===== config.mk =====
export PLATFORM = sky130hd
export DESIGN_NAME = gsr_status_srq
export DESIGN_NICKNAME = d
export VERILOG_FILES = /design/src/gsr_pkg.sv /design/src/gsr_status_srq.sv
export SDC_FILE = /design/constraint.sdc
export NUM_CORES = 1
export LEC_CHECK = 0
export ABC_CLOCK_PERIOD_IN_PS = 1100
export BUFFER_PORTS_ARGS = -buffer_cell sky130_fd_sc_hd__buf_2
export CORE_MARGIN = 10
export CORE_UTILIZATION = 37
export DETAILED_ROUTE_END_ITERATION = 12
export HOLD_SLACK_MARGIN = 0.06
export PLACE_DENSITY_LB_ADDON = 0.25
export REMOVE_ABC_BUFFERS = 1
export SYNTH_ARGS = -nofsm -noshare
export SYNTH_HDL_FRONTEND = slang
export SYNTH_SLANG_ARGS = --single-unit

===== constraint.sdc =====
create_clock -name core_clk_in -period 1.1 [get_ports core_clk_in]
set_clock_uncertainty 0.05 [all_clocks]
set_input_delay 0.11 -clock core_clk_in [delete_from_list [all_inputs] [get_ports core_clk_in]]
set_output_delay 0.11 -clock core_clk_in [all_outputs]
set_load 0.005 [all_outputs]

===== src/gsr_pkg.sv =====
// Purpose: shared constants and carriers for the status/service-request block
// Assumes: one instrument clock, synchronous active-high reset
// Notes:   bit positions follow the status byte layout
package gsr_pkg;
   // status and mask bit positions
   localparam int unsigned BIT_DISP_RDY = 0;
   localparam int unsigned BIT_CTRL_RDY = 1;
   localparam int unsigned BIT_LIMIT    = 2;
   localparam int unsigned BIT_CHAN_CHG = 3;
   localparam int unsigned BIT_SPARE4   = 4;
   localparam int unsigned BIT_OVL_ERR  = 5;
   localparam int unsigned BIT_SRQ      = 6;
   localparam int unsigned BIT_SPARE7   = 7;
   // reset values
   localparam logic [7:0] STATUS_RST = 8'h00;
   localparam logic [7:0] MASK_RST   = 8'h00;
   localparam logic [15:0] LIMIT_RST = 16'h0000;
   // bits that carry a function in mask and status
   localparam logic [7:0] MASK_IMPL  = 8'h6f;
   localparam logic [7:0] STAT_IMPL  = 8'h2f;

   // instrument conditions feeding the status reports
   typedef struct packed {
      logic disp_valid;   // display reading valid (level)
      logic ctrl_valid;   // control reading valid (level)
      logic in_limit;     // control reading inside band (level)
      logic chan_change;  // display channel changed (pulse)
      logic ovl_err;      // overload or error present (level)
   } gsr_cond_s;
endpackage


===== src/gsr_status_srq.sv =====
// Purpose: status byte, report mask and service-request line of a bus instrument
// Assumes: condition inputs and command strobes come from logic on core_clk_in
// Notes:   srq is open-drain; the byte returned by a poll carries bit 6 as "requested"
`timescale 1ns/100ps
module gsr_status_srq
   import gsr_pkg::*;
(
   // clock and reset
   input  wire logic       core_clk_in,
   input  wire logic       rst_in,
   input  wire logic       clk_en_in,
   // instrument conditions
   input  wire gsr_cond_s  cond_in,
   // mask command (already parsed from Q and two hex digits)
   input  wire logic       mask_set_command_in,
   input  wire logic [7:0] mask_value_in,
   input  wire logic [15:0] limit_value_in,
   // serial poll read strobe
   input  wire logic       poll_read_in,
   // serial poll answer
   output logic [7:0]      poll_byte_out,
   // current mask and limit
   output logic [7:0]      mask_out,
   output logic [15:0]     limit_out,
   // srq open-drain pin: drive low when oe high
   output logic            srq_o_out,
   output logic            srq_oe_out
);

   logic [7:0]  status_q;
   logic [7:0]  status_d;
   logic [7:0]  mask_q;
   logic [15:0] limit_q;
   logic        srq_q;
   logic        srq_d;

   // status byte map, bit 7 down to 0:
   //   7  unused, reads zero
   //   6  service requested (from srq_q, not stored in status_q)
   //   5  overload or error, live
   //   4  unused, reads zero
   //   3  display channel changed, latched
   //   2  control reading inside band, latched
   //   1  control reading valid, live
   //   0  display reading valid, live
   // the mask uses the same positions; mask bit 6 gates srq_q, so both the pin and poll bit 6
   // trade-off: masked bits freeze instead of clearing, so a stale latched
   // bit can only be removed by a poll or a new mask command

   // poll read and mask command both empty the byte; one decode, two users
   function automatic logic wipe_req(input logic poll, input logic cmd);
      return poll || cmd;
   endfunction

   // mask register; spare bits never stored
   always_ff @(posedge core_clk_in) begin
      if (rst_in) begin
         mask_q <= MASK_RST;
      end else if (clk_en_in && mask_set_command_in) begin
         mask_q <= mask_value_in & MASK_IMPL;
      end
   end

   // limit band only taken when bit 2 enabled in the new mask
   always_ff @(posedge core_clk_in) begin
      if (rst_in) begin
         limit_q <= LIMIT_RST;
      end else if (clk_en_in && mask_set_command_in && mask_value_in[BIT_LIMIT]) begin
         limit_q <= limit_value_in;
      end
   end

   // next status: live bits follow conditions, latched bits hold;
   // a masked-off bit keeps its old value rather than clearing
   always_comb begin
      status_d = status_q;
      if (mask_q[BIT_DISP_RDY]) begin
         status_d[BIT_DISP_RDY] = cond_in.disp_valid;
      end
      if (mask_q[BIT_CTRL_RDY]) begin
         status_d[BIT_CTRL_RDY] = cond_in.ctrl_valid;
      end
      if (mask_q[BIT_LIMIT] && cond_in.in_limit) begin
         status_d[BIT_LIMIT] = 1'b1;
      end
      if (mask_q[BIT_CHAN_CHG] && cond_in.chan_change) begin
         status_d[BIT_CHAN_CHG] = 1'b1;
      end
      if (mask_q[BIT_OVL_ERR]) begin
         status_d[BIT_OVL_ERR] = cond_in.ovl_err;
      end
      status_d = status_d & STAT_IMPL;
   end

   // status register; a read or mask command wipes everything, so a
   // condition still present reappears on the following cycle
   always_ff @(posedge core_clk_in) begin
      if (rst_in) begin
         status_q <= STATUS_RST;
      end else if (clk_en_in) begin
         if (wipe_req(poll_read_in, mask_set_command_in)) begin
            status_q <= STATUS_RST;
         end else begin
            status_q <= status_d;
         end
      end
   end

   // service request: any set status bit while srq enabled; drops with the
   // poll clear or when its cause goes away
   always_comb begin
      srq_d = mask_q[BIT_SRQ] && (status_d != STATUS_RST);
      if (wipe_req(poll_read_in, mask_set_command_in)) begin
         srq_d = 1'b0;
      end
   end

   always_ff @(posedge core_clk_in) begin
      if (rst_in) begin
         srq_q <= 1'b0;
      end else if (clk_en_in) begin
         srq_q <= srq_d;
      end
   end

   // poll answer comes straight from flops, any time; bit 6 reports request
   always_comb begin
      poll_byte_out         = status_q;
      poll_byte_out[BIT_SRQ] = srq_q;
   end

   // own dedicated line, independent of other bus traffic
   assign srq_o_out  = 1'b0;
   assign srq_oe_out = srq_q;
   assign mask_out   = mask_q;
   assign limit_out  = limit_q;

   // checks
   a_read_clears: assert property (@(posedge core_clk_in) disable iff (rst_in)
      clk_en_in && poll_read_in |=> status_q == STATUS_RST)
      else $error("status not cleared by poll");
   a_mask_clears: assert property (@(posedge core_clk_in) disable iff (rst_in)
      clk_en_in && mask_set_command_in |=> status_q == STATUS_RST && srq_oe_out == 1'b0)
      else $error("status not cleared by mask command");
   a_srq_disabled: assert property (@(posedge core_clk_in) disable iff (rst_in)
      !mask_q[BIT_SRQ] && !$past(mask_q[BIT_SRQ]) |-> !srq_oe_out)
      else $error("srq while disabled");
   a_srq_raises: assert property (@(posedge core_clk_in) disable iff (rst_in)
      clk_en_in && mask_q[BIT_SRQ] && !poll_read_in && !mask_set_command_in
      && status_d != STATUS_RST |=> srq_oe_out)
      else $error("srq not raised");
   a_limit_latch: assert property (@(posedge core_clk_in) disable iff (rst_in)
      clk_en_in && status_q[BIT_LIMIT] && !poll_read_in && !mask_set_command_in
      |=> status_q[BIT_LIMIT])
      else $error("limit bit dropped");
   a_masked_hold: assert property (@(posedge core_clk_in) disable iff (rst_in)
      clk_en_in && !mask_q[BIT_OVL_ERR] && !poll_read_in && !mask_set_command_in
      |=> $stable(status_q[BIT_OVL_ERR]))
      else $error("masked bit changed");
   a_live_ready: assert property (@(posedge core_clk_in) disable iff (rst_in)
      clk_en_in && mask_q[BIT_DISP_RDY] && !poll_read_in && !mask_set_command_in
      |=> status_q[BIT_DISP_RDY] == $past(cond_in.disp_valid))
      else $error("ready bit not tracking");
   a_spare_zero: assert property (@(posedge core_clk_in) disable iff (rst_in)
      !status_q[BIT_SPARE4] && !status_q[BIT_SPARE7] && !mask_q[BIT_SPARE4]
      && !mask_q[BIT_SPARE7])
      else $error("spare bit set");
   a_poll_flag: assert property (@(posedge core_clk_in) disable iff (rst_in)
      poll_byte_out[BIT_SRQ] == srq_oe_out)
      else $error("poll byte srq flag wrong");
   c_srq_poll: cover property (@(posedge core_clk_in) disable iff (rst_in)
      srq_oe_out ##1 poll_read_in ##1 !srq_oe_out);
   c_chan_latch: cover property (@(posedge core_clk_in) disable iff (rst_in)
      status_q[BIT_CHAN_CHG] ##3 status_q[BIT_CHAN_CHG]);
   c_limit_set: cover property (@(posedge core_clk_in) disable iff (rst_in)
      mask_set_command_in && mask_value_in[BIT_LIMIT]);

   // timing of the checks below: every strobe is taken on a rising edge
   // with clk_en_in high and shows on the flops one edge later, so most
   // checks are one-cycle implications; a mask command or poll read in
   // the same cycle always wins, which is why the live-bit checks exclude
   // both; while clk_en_in is low nothing may move, reset excepted
   // limitation: these watch the byte, not the far-end bus timing

   // bit 0 sets while the display reading is valid
   a_disp_sets: assert property (@(posedge core_clk_in) disable iff (rst_in)
      clk_en_in && mask_q[BIT_DISP_RDY] && cond_in.disp_valid
      && !poll_read_in && !mask_set_command_in |=> status_q[BIT_DISP_RDY])
      else $error("display ready bit not set");

   // bit 1 tracks the control reading while enabled
   a_ctrl_live: assert property (@(posedge core_clk_in) disable iff (rst_in)
      clk_en_in && mask_q[BIT_CTRL_RDY] && !poll_read_in && !mask_set_command_in
      |=> status_q[BIT_CTRL_RDY] == $past(cond_in.ctrl_valid))
      else $error("control ready bit not tracking");

   // bit 5 tracks overload or error while enabled
   a_ovl_live: assert property (@(posedge core_clk_in) disable iff (rst_in)
      clk_en_in && mask_q[BIT_OVL_ERR] && !poll_read_in && !mask_set_command_in
      |=> status_q[BIT_OVL_ERR] == $past(cond_in.ovl_err))
      else $error("overload bit not tracking");

   // bit 5 is not latched: it drops with its cause
   a_ovl_drop: assert property (@(posedge core_clk_in) disable iff (rst_in)
      clk_en_in && mask_q[BIT_OVL_ERR] && !cond_in.ovl_err
      && !poll_read_in && !mask_set_command_in |=> !status_q[BIT_OVL_ERR])
      else $error("overload bit latched");

   // display ready drops once the reading is no longer valid
   a_disp_drop: assert property (@(posedge core_clk_in) disable iff (rst_in)
      clk_en_in && mask_q[BIT_DISP_RDY] && !cond_in.disp_valid
      && !poll_read_in && !mask_set_command_in |=> !status_q[BIT_DISP_RDY])
      else $error("display ready bit stuck");

   // control ready drops once the reading is no longer valid
   a_ctrl_drop: assert property (@(posedge core_clk_in) disable iff (rst_in)
      clk_en_in && mask_q[BIT_CTRL_RDY] && !cond_in.ctrl_valid
      && !poll_read_in && !mask_set_command_in |=> !status_q[BIT_CTRL_RDY])
      else $error("control ready bit stuck");

   // reading inside the band sets bit 2
   a_limit_sets: assert property (@(posedge core_clk_in) disable iff (rst_in)
      clk_en_in && mask_q[BIT_LIMIT] && cond_in.in_limit
      && !poll_read_in && !mask_set_command_in |=> status_q[BIT_LIMIT])
      else $error("limit bit not set");

   // a channel change pulse sets bit 3
   a_chan_sets: assert property (@(posedge core_clk_in) disable iff (rst_in)
      clk_en_in && mask_q[BIT_CHAN_CHG] && cond_in.chan_change
      && !poll_read_in && !mask_set_command_in |=> status_q[BIT_CHAN_CHG])
      else $error("channel change bit not set");

   // bit 3 stays latched until the byte is emptied
   a_chan_hold: assert property (@(posedge core_clk_in) disable iff (rst_in)
      clk_en_in && status_q[BIT_CHAN_CHG] && !poll_read_in && !mask_set_command_in
      |=> status_q[BIT_CHAN_CHG])
      else $error("channel change bit dropped");

   // masked-off channel bit may not move
   a_chan_masked: assert property (@(posedge core_clk_in) disable iff (rst_in)
      clk_en_in && !mask_q[BIT_CHAN_CHG] && !poll_read_in && !mask_set_command_in
      |=> $stable(status_q[BIT_CHAN_CHG]))
      else $error("masked channel bit changed");

   // masked-off limit bit may not move
   a_limit_masked: assert property (@(posedge core_clk_in) disable iff (rst_in)
      clk_en_in && !mask_q[BIT_LIMIT] && !poll_read_in && !mask_set_command_in
      |=> $stable(status_q[BIT_LIMIT]))
      else $error("masked limit bit changed");

   // only the five report positions can ever hold a one
   a_status_width: assert property (@(posedge core_clk_in) disable iff (rst_in)
      (status_q & ~STAT_IMPL) == STATUS_RST)
      else $error("status bit outside reports");

   // accepted mask command stores the implemented bits
   a_mask_write: assert property (@(posedge core_clk_in) disable iff (rst_in)
      clk_en_in && mask_set_command_in
      |=> mask_q == ($past(mask_value_in) & MASK_IMPL))
      else $error("mask not written");

   // mask only changes through its command
   a_mask_keep: assert property (@(posedge core_clk_in) disable iff (rst_in)
      !(clk_en_in && mask_set_command_in)
      |=> $stable(mask_q))
      else $error("mask changed without command");

   // limit band taken with a command enabling bit 2
   a_limit_take: assert property (@(posedge core_clk_in) disable iff (rst_in)
      clk_en_in && mask_set_command_in && mask_value_in[BIT_LIMIT]
      |=> limit_q == $past(limit_value_in))
      else $error("limit band not taken");

   // limit band left alone otherwise
   a_limit_keep: assert property (@(posedge core_clk_in) disable iff (rst_in)
      !(clk_en_in && mask_set_command_in && mask_value_in[BIT_LIMIT])
      |=> $stable(limit_q))
      else $error("limit band changed");

   // clock enable low freezes the byte, mask and pin
   a_freeze_all: assert property (@(posedge core_clk_in) disable iff (rst_in)
      !clk_en_in
      |=> $stable(status_q) && $stable(mask_q) && $stable(srq_oe_out))
      else $error("state moved while frozen");

   // pin only pulled while a cause is held and requests are enabled
   a_srq_cause: assert property (@(posedge core_clk_in) disable iff (rst_in)
      srq_oe_out
      |-> status_q != STATUS_RST && mask_q[BIT_SRQ])
      else $error("srq without cause");

   // a poll or mask command releases the pin
   a_srq_gone: assert property (@(posedge core_clk_in) disable iff (rst_in)
      clk_en_in && (poll_read_in || mask_set_command_in)
      |=> !srq_oe_out)
      else $error("srq kept after poll");

   // reset empties mask, byte and limit and releases the pin
   a_reset_clear: assert property (@(posedge core_clk_in)
      rst_in
      |=> mask_q == MASK_RST && status_q == STATUS_RST && !srq_oe_out && limit_q == LIMIT_RST)
      else $error("reset left state behind");

   // a mask command sent while frozen
   c_freeze_cmd: cover property (@(posedge core_clk_in) disable iff (rst_in)
      !clk_en_in && mask_set_command_in);

   // overload reported with the pin disabled
   c_ovl_quiet: cover property (@(posedge core_clk_in) disable iff (rst_in)
      status_q[BIT_OVL_ERR] && !srq_oe_out);
endmodule


==> results.md, run 1 <==
- The relative max-transition margin is 59.0%.
- For this run, the slowest stage of the critical path takes 380 ps.
- The die area is 0.00560 mm2.
- Multiplexer cells account for 1.01% of the synthesized area.
- STA classifies the critical path endpoint as a flip-flop.
- STA classifies the critical path startpoint as a flip-flop.
- The count of maximum capacitance violations is 0.
- For the worst setup path, the data required time is 1260 ps.
- Excluding fillers, the count of instances in the completed layout stands at 255.
- The initial core utilization is 39.7%.
- In the routed layout, each cell is associated on average with a via count of 4.93.
- The number of hold-slack violations in the final timing report is 0.
- In the routed design, unresolved DRC markers number 0.
- Summing the areas of all xor and xnor instances in the mapped netlist gives 0% of the synthesized area.
- Once placement completed, the tool counted placed cells totaling 226.
- The initial antenna violation count is 0.
- Buffers inserted during clock tree synthesis total 3.
- The register bit total from synthesis is 28.
- The final layout net count is 259.
- The detailed-router iteration count before antenna repair is 4.
- Synthesis produced 136 cells.
- Counting both buffers and inverters, the worst setup path holds a total of 0.
- The clock root buffer master is sky130_fd_sc_hd__clkbuf_4.
- Input and output buffers added on the ports amount to 60.
- In this run the count of I/O pins placed on the die edge is 68.
- The number of distinct library cell variants in the gate-level netlist after synthesis is 23.
- The clock latency on the worst-skew pair is 320 ps.
- Summed over all nets, wire length on met3 after detailed routing comes to 266 um.
- In the final routed layout, each cell accounts on average for 14.4 um.
- The placer's final routability congestion estimate is 0.815.
- The total power draw is 2.05 mW.
- The worst-case IR drop observed on VDD is 0.579 mV.
- The worst path arrival time is 1300 ps.
- In the final layout, the share of cells above drive strength 1 is 36.2%.
- Counting every sink on the clock net gives 28.
- Once detail routing completed, the nets flagged for antenna violations numbered 0.
- OpenSTA, run right after detailed placement, puts the worst setup slack at -148 ps.
- The TritonCTS clock tree is yes.
- In this run the cell area of the synthesized design comes to 0.00111 mm2.
- Entering global routing, the biggest net connects 29 pins.
- The classification of the worst-slack hold path is input pin to flip-flop.
- The worst slack on hold paths is 76.6 ps.
- The library cells used most frequently in the layout, excluding fill and tap cells, are 58 x sky130_fd_sc_hd__buf_2, 38 x sky130_fd_sc_hd__nand2_1, 25 x sky130_fd_sc_hd__dlygate4sd3_1, 25 x sky130_fd_sc_hd__dfxtp_1, 24 x sky130_fd_sc_hd__a21oi_1.
- In this run the power density over the cells is 1140 mW/mm2.
- The share of the core filled with cells is 64.0%.
- The number of warnings issued by yosys is 0.
- The growth of design area from synthesis to finish is 61.3%.
- The number of DRC violations after detailed-routing iteration 0 is 43.
- Derived from the worst setup path, the maximum achievable clock frequency is 878 MHz.
- The flow ran to the end, but the final reports show violations.
- The detailed-routed wire length on met2 is 1.92 mm.
- The die is 74.8 um wide.
- The number of global-route vias before repair is 1,268.
- The largest family of logic cells by synthesized area is simple AND/OR/NAND/NOR gates.
- The CTS H-tree depth is 1.
- The standby leakage power is 0.825 nW.
- The global route total overflow is 0.
- The final critical path time including I/O delays and setup is 1140 ps.
- The post-detailed-placement half-perimeter wirelength is 2.62 mm.
- The critical setup path kind is flip-flop to flip-flop.
- The share of the synthesized area in compound gates (AO/OA/AOI/OAI) is 18.4%.
- The average instance in the mapped netlist occupies 8.18 um2.
- The synthesized netlist devotes 0% of its cell area to adder and majority cells.
- The y dimension of the die is 74.8 um.
- The number of diodes is 0.
- The worst-path cell with the longest stage delay is sky130_fd_sc_hd__dfxtp_2.
- The checks that failed: setup timing.
- The longest clock path from root to sink contains 2 buffers.
- The sequential fraction of the synthesis area is 50.4%.
- Traced cell by cell, the critical path runs through mux2_4 > a221oi_2 > a311oi_1.
- The total via count after detailed routing is 1,257.
- The wire length on met1 is 1.37 mm.
- The first global-routing pass estimated 5.93 mm of wire.
- Routed signal wires occupy layers up through met4.
- The global-route usage over all layers is 13.3%.
- The final-report max-slew violation count is 0.
- Setup violations remaining at the end of the flow were counted as 2.
- The floorplan step defined a core boundary enclosing 0.00281 mm2.
- The kind of cell adding the most delay to the critical path is flip-flops.
- Dividing the final minimum period by the clock period gives 104%.
- Setup repair after global routing could not meet its margin everywhere.
- For the pin with the worst max-slew slack, the measured transition is 615 ps.
- The basic-gate share of the synthesized area counting and, or, nand and nor cells is 22.3%.
- The worst-path maximum fanout is 2.
- Leaving out fill and tap cells, the most frequent cell in the layout is sky130_fd_sc_hd__buf_2.
- Once routing completed, OpenROAD measured the worst setup slack at -39.2 ps.
- The final layout contains routed wiring with a total length of 3.67 mm.
- In this run the core area contains 19 standard-cell rows.
- The clock-pin transition on the worst setup and hold timing paths is 160 ps.
==> final cells by class <==
type                       instances  area, um2
fill                             235       1010
timing repair buffer              94        634
sequential                        28        564
multi-input combinational         98        504
tap                               31       38.8
clock inverter                     1       30.0
clock buffer                       3       22.5
==> cells in the mapped netlist, drive strengths merged <==
cell | n | share of area (%)
a311oi | 1 | 0.79
mux2 | 1 | 1.0
a211oi | 1 | 0.68
nand2b | 1 | 0.56
nor2 | 5 | 1.7
buf | 13 | 7.2
conb | 1 | 0.34
and2 | 1 | 0.56
nand3 | 6 | 2.7
nor2b | 3 | 1.7
a221oi | 1 | 0.79
a21oi | 24 | 11
nand2 | 38 | 13
clkbuf | 1 | 0.34
o21ai | 2 | 0.90
dfxtp | 28 | 50
nor3b | 1 | 1.1
o31ai | 2 | 1.3
and3 | 1 | 0.56
a32oi | 4 | 3.1
nor4 | 1 | 0.56
==> kinds of logic after synthesis <==
group                  after synthesis
AO/OA/AOI/OAI                       35
buffers and inverters               14
flip-flops                          28
multiplexers                         1
other                                1
AND/OR/NAND/NOR                     57
==> sequential cells by signal, indices dropped and copies added (netlist names) <==
name,flops
mask_out,6
status_q,5
srq_oe_out,1
limit_out,16
==> per-layer routing <==
layer  up-vias  global-route usage [%]
met3        10                    3.68
met1       581                    14.3
met4         0                    5.88
met5         -                       0
li1        625                       -
met2        41                    23.7
==> report_power, final <==
part	switching [mW]	internal (mW)
combinational	0.133	0.173
clock	0.310	0.368
sequential	0.0192	1.05
total	0.462	1.59
==> per-stage QoR <==
step | area, um2 | TNS, ps
after floorplan | 1040 | -99.9
after global placement | 1450 | -443
after detailed placement | 1450 | -1500
after CTS | 1770 | -41.8
after global routing | 1790 | -138
final | 1790 | -46.8
==> path summary, 6_finish.rpt <==
path | endpoint | start | slack (ps) | cells past startpoint
hold reg to reg | limit_out[3]$_SDFFE_PP0P_ | limit_out[3]$_SDFFE_PP0P_ | 410 | 2
setup / recovery | srq_oe_out$_SDFFE_PP0P_ | mask_out[0]$_SDFFE_PP0P_ | -40 | 3
setup reg to reg | srq_oe_out$_SDFFE_PP0P_ | mask_out[0]$_SDFFE_PP0P_ | -40 | 3
hold / removal | status_q[5]$_SDFFE_PP0P_ | mask_set_command_in | 80 | 4
==> worst reg2reg max path: stages, from the launching register on <==
cell and delay (ps):
sky130_fd_sc_hd__dfxtp_2 380, sky130_fd_sc_hd__mux2_4 300, sky130_fd_sc_hd__a221oi_2 190, sky130_fd_sc_hd__a311oi_1 110
==> what timing repair did <==
| item | 4_1_cts | 5_1_grt |
|---|---|---|
| endpoints found under the setup margin | 1 | 5 |
| pin swaps | 1 | 0 |
| setup buffers | 0 | 0 |
| hold buffers | 25 | 0 |
| resized for setup | 4 | 6 |
| endpoints found under the hold margin | 25 | 0 |
Power figures use the tool's default switching activity.
==> inputs of run 2 (changes only) <==
--- a/config.mk
+++ b/config.mk
@@ -13,6 +13,7 @@
 export HOLD_SLACK_MARGIN = 0.06
 export PLACE_DENSITY_LB_ADDON = 0.25
 export REMOVE_ABC_BUFFERS = 1
+export SKIP_LAST_GASP = 1
 export SYNTH_ARGS = -nofsm -noshare
 export SYNTH_HDL_FRONTEND = slang
 export SYNTH_SLANG_ARGS = --single-unit
==> run 2 against run 1 <==
  * The flow still finishes with violations (setup timing)
  * Via count is 0.24% higher
  * Flip-flop and latch count unchanged
  * Combinational power is essentially flat
  * Critical endpoint unchanged
==> results.md, run 2 (synthesis gave the netlist of run 1 again) <==
- The share of post-route cells with drive strength above 1 is 35.7% (-0.45 points).
- The placer's final routability congestion estimate is 0.815 (unchanged).
- The global route total overflow came to 0 (unchanged).
- The area occupied by multi-input gates was 499 um2 (-0.99%).
- The post-detailed-placement half-perimeter wirelength is 2.62 mm (unchanged).
- The worst register-to-register path ends at srq_oe_out$_SDFFE_PP0P_.
- The CTS H-tree depth came to 1 (unchanged).
- The share of the core filled with cells was 63.8% (-0.18 points).
- The standby leakage power was 0.824 nW (about the same).
- The clock sink total was 28 (unchanged).
- The met3 layer wire length in the routed design is 273 um (+2.6%).
- The total via count after detailed routing is 1,260 (+0.24%).
- The number of buffers on the longest clock path is 2 (unchanged).
- The total CTS buffers is 3 (unchanged).
- The relative max-transition margin is 58.8% (-0.20 points).
- The final critical path time including I/O delays and setup is 1140 ps (-1.80 ps).
- The area of the core was 0.00281 mm2 (unchanged).
- The x dimension of the die is 74.8 um (unchanged).
- The DRC violation count after routing was 0 (unchanged).
- The global-route wire length before repair is 5.89 mm (-0.59%).
- The global-route usage over all layers came to 13.2% (-0.081 points).
- The residual antenna-violating net count after detailed routing is 0 (unchanged).
- The worst path arrival time was 1300 ps (about the same).
- The wire length on met1 is 1.35 mm (-1.5%).
- The total length of routed wires was 3.69 mm (+0.44%).
- The worst setup path is captured at a flip-flop.
- The routed length per instance is 14.5 um (+0.44%).
- The worst hold path belongs to the class input pin to flip-flop.
- The ratio of routed vias to standard cells is 4.94 (+0.24%).
- The initial core utilization was 39.7% (unchanged).
- The number of endpoints failing setup at the final stage came to 1 (-1).
- The final layout net count is 259 (unchanged).
- The upper clock frequency limit is 879 MHz (+0.16%).
- The slew at the pin closest to its max-slew limit is 618 ps (+2.93 ps).
- The die area is 0.00560 mm2 (unchanged).
- The detailed-routed wire length on met2 is 1.98 mm (+3.0%).
- The final instance count without filler cells is 255 (unchanged).
- The number of global-route vias before repair was 1,263 (-0.39%).
- Setup repair after global routing could not meet its margin everywhere.
- The TritonCTS clock tree is yes.
- The startpoint identified for the worst register-to-register timing path is mask_out[0]$_SDFFE_PP0P_.
- The worst setup path endpoint is srq_oe_out$_SDFFE_PP0P_.
- The largest net degree at the start of global routing is 29 (unchanged).
- The clock-pin transition on the worst setup and hold timing paths is 160 ps (about the same).
- The detailed-router iteration count before antenna repair is 6 (+2).
- The number of hold-slack violations in the final timing report is 0 (unchanged).
- The final-report max-slew violation count came to 0 (unchanged).
- The number of placement rows is 19 (unchanged).
- The worst hold path startpoint is poll_read_in.
- The register-to-register setup slack is -40 ps (about the same).
- The smallest setup slack after layout was -37.4 ps (+1.80 ps).
- The initial antenna violation count is 0 (unchanged).
- The count of input and output buffers came to 60 (unchanged).
- STA classifies the critical path startpoint as a flip-flop.
- The number of DRC violations after detailed-routing iteration 0 came to 60 (+40%).
- The power density over cell area is 1140 mW/mm2 (about the same).
- The critical path data required time came to 1260 ps (about the same).
- The worst-path maximum fanout is 2 (unchanged).
- The checks that failed: setup timing.
- The worst slack on hold paths is 79.7 ps (+3.02 ps).
- The flip-flop count of the largest register, all copies and words added is 16 (unchanged).
- The number of primary I/O pins came to 68 (unchanged).
- The filler cell count is 235 (unchanged).
- The count of maximum capacitance violations is 0 (unchanged).
- The count of cells along the worst register-to-register path is 3 (unchanged).
- The beginning of the critical path is mask_out[0]$_SDFFE_PP0P_.
- The cell count after placement is 226 (unchanged).
- The flow ran to the end, but the final reports show violations.
- The y dimension of the die is 74.8 um (unchanged).
- The sequential cell area is 564 um2 (unchanged).
- The clock latency on the worst-skew pair is 320 ps (about the same).
- The worst-case vdd ir drop is 0.664 mV (+15%).
- Routed signal wires occupy layers up through met4.
- The portion of the clock cycle consumed by the worst path in the final layout is 103% (-0.16 points).
- The number of diodes is 0 (unchanged).
- Leaving out fill and tap cells, the most frequent cells in the layout are 58 x sky130_fd_sc_hd__buf_2, 38 x sky130_fd_sc_hd__nand2_1, 25 x sky130_fd_sc_hd__dlygate4sd3_1, 25 x sky130_fd_sc_hd__dfxtp_1, 24 x sky130_fd_sc_hd__a21oi_1.
- The worst setup path is of the flip-flop to flip-flop kind.
- The clock root buffer master is sky130_fd_sc_hd__clkbuf_4.
- Leaving out fill and tap cells, the most frequent cell in the layout is sky130_fd_sc_hd__buf_2.
- The growth of design area from synthesis to finish is 60.9%.
[run 2: cell counts in the layout (fill, tap and decap cells not counted)]
Identical to the previous run, type by type.
[run 2: worst min-delay path by stage]
stage / endpoint / cells past startpoint
2_1_floorplan: limit_out[0]$_SDFFE_PP0P_ / 1
3_3_place_gp: limit_out[4]$_SDFFE_PP0P_ / 3
3_5_place_dp: limit_out[4]$_SDFFE_PP0P_ / 3
4_1_cts: status_q[5]$_SDFFE_PP0P_ / 4
5_1_grt: status_q[5]$_SDFFE_PP0P_ / 4
6_report: status_q[5]$_SDFFE_PP0P_ / 4
[run 2: area by class of cell]
class,count,share of cell area [%]
Clock inverter,1,1.68
Clock buffer,3,1.26
Timing Repair Buffer,94,35.5
Tap cell,31,2.17
Sequential cell,28,31.5
Multi-Input combinational cell,98,27.9
[run 2: worst max-delay path, cell delays in order, from the launching register on]
cell and delay, ps:
sky130_fd_sc_hd__dfxtp_2 370, sky130_fd_sc_hd__mux2_4 300, sky130_fd_sc_hd__a221oi_2 190, sky130_fd_sc_hd__a311oi_1 110
[run 2: timing repair]
item | in CTS | in global routing
endpoints found under the hold margin | 25 | 0
setup endpoints to repair | 1 | 4
hold buffers | 25 | 0
buffers inserted | 0 | 0
gates resized for setup | 3 | 6
pin swaps | 1 | 0
[run 2: report_power, final]
group | switching [mW] | leakage (nW) | internal [mW]
Clock | 0.304 | 0.0279 | 0.368
Combinational | 0.132 | 0.568 | 0.172
Sequential | 0.0189 | 0.229 | 1.05
[run 2: layer usage]
| layer | global-route usage [%] | vias to the layer above |
|---|---|---|
| li1 | - | 628 |
| met5 | 0 | - |
| met4 | 5.46 | 0 |
| met2 | 23.6 | 41 |
| met3 | 3.81 | 8 |
| met1 | 14.2 | 583 |
[run 2: per-stage QoR]
step | worst slack, ps | power (mW) | cell area (um2) | setup TNS [ps]
after floorplan | -99.9 | 1.15 | 1040 | -99.9
after global placement | -88.4 | 1.30 | 1450 | -443
after detailed placement | -148 | 1.31 | 1450 | -1500
after CTS | -41.8 | 2.05 | 1760 | -43.5
after global routing | -91.4 | 2.13 | 1790 | -140
final | -37.4 | 2.04 | 1790 | -37.4
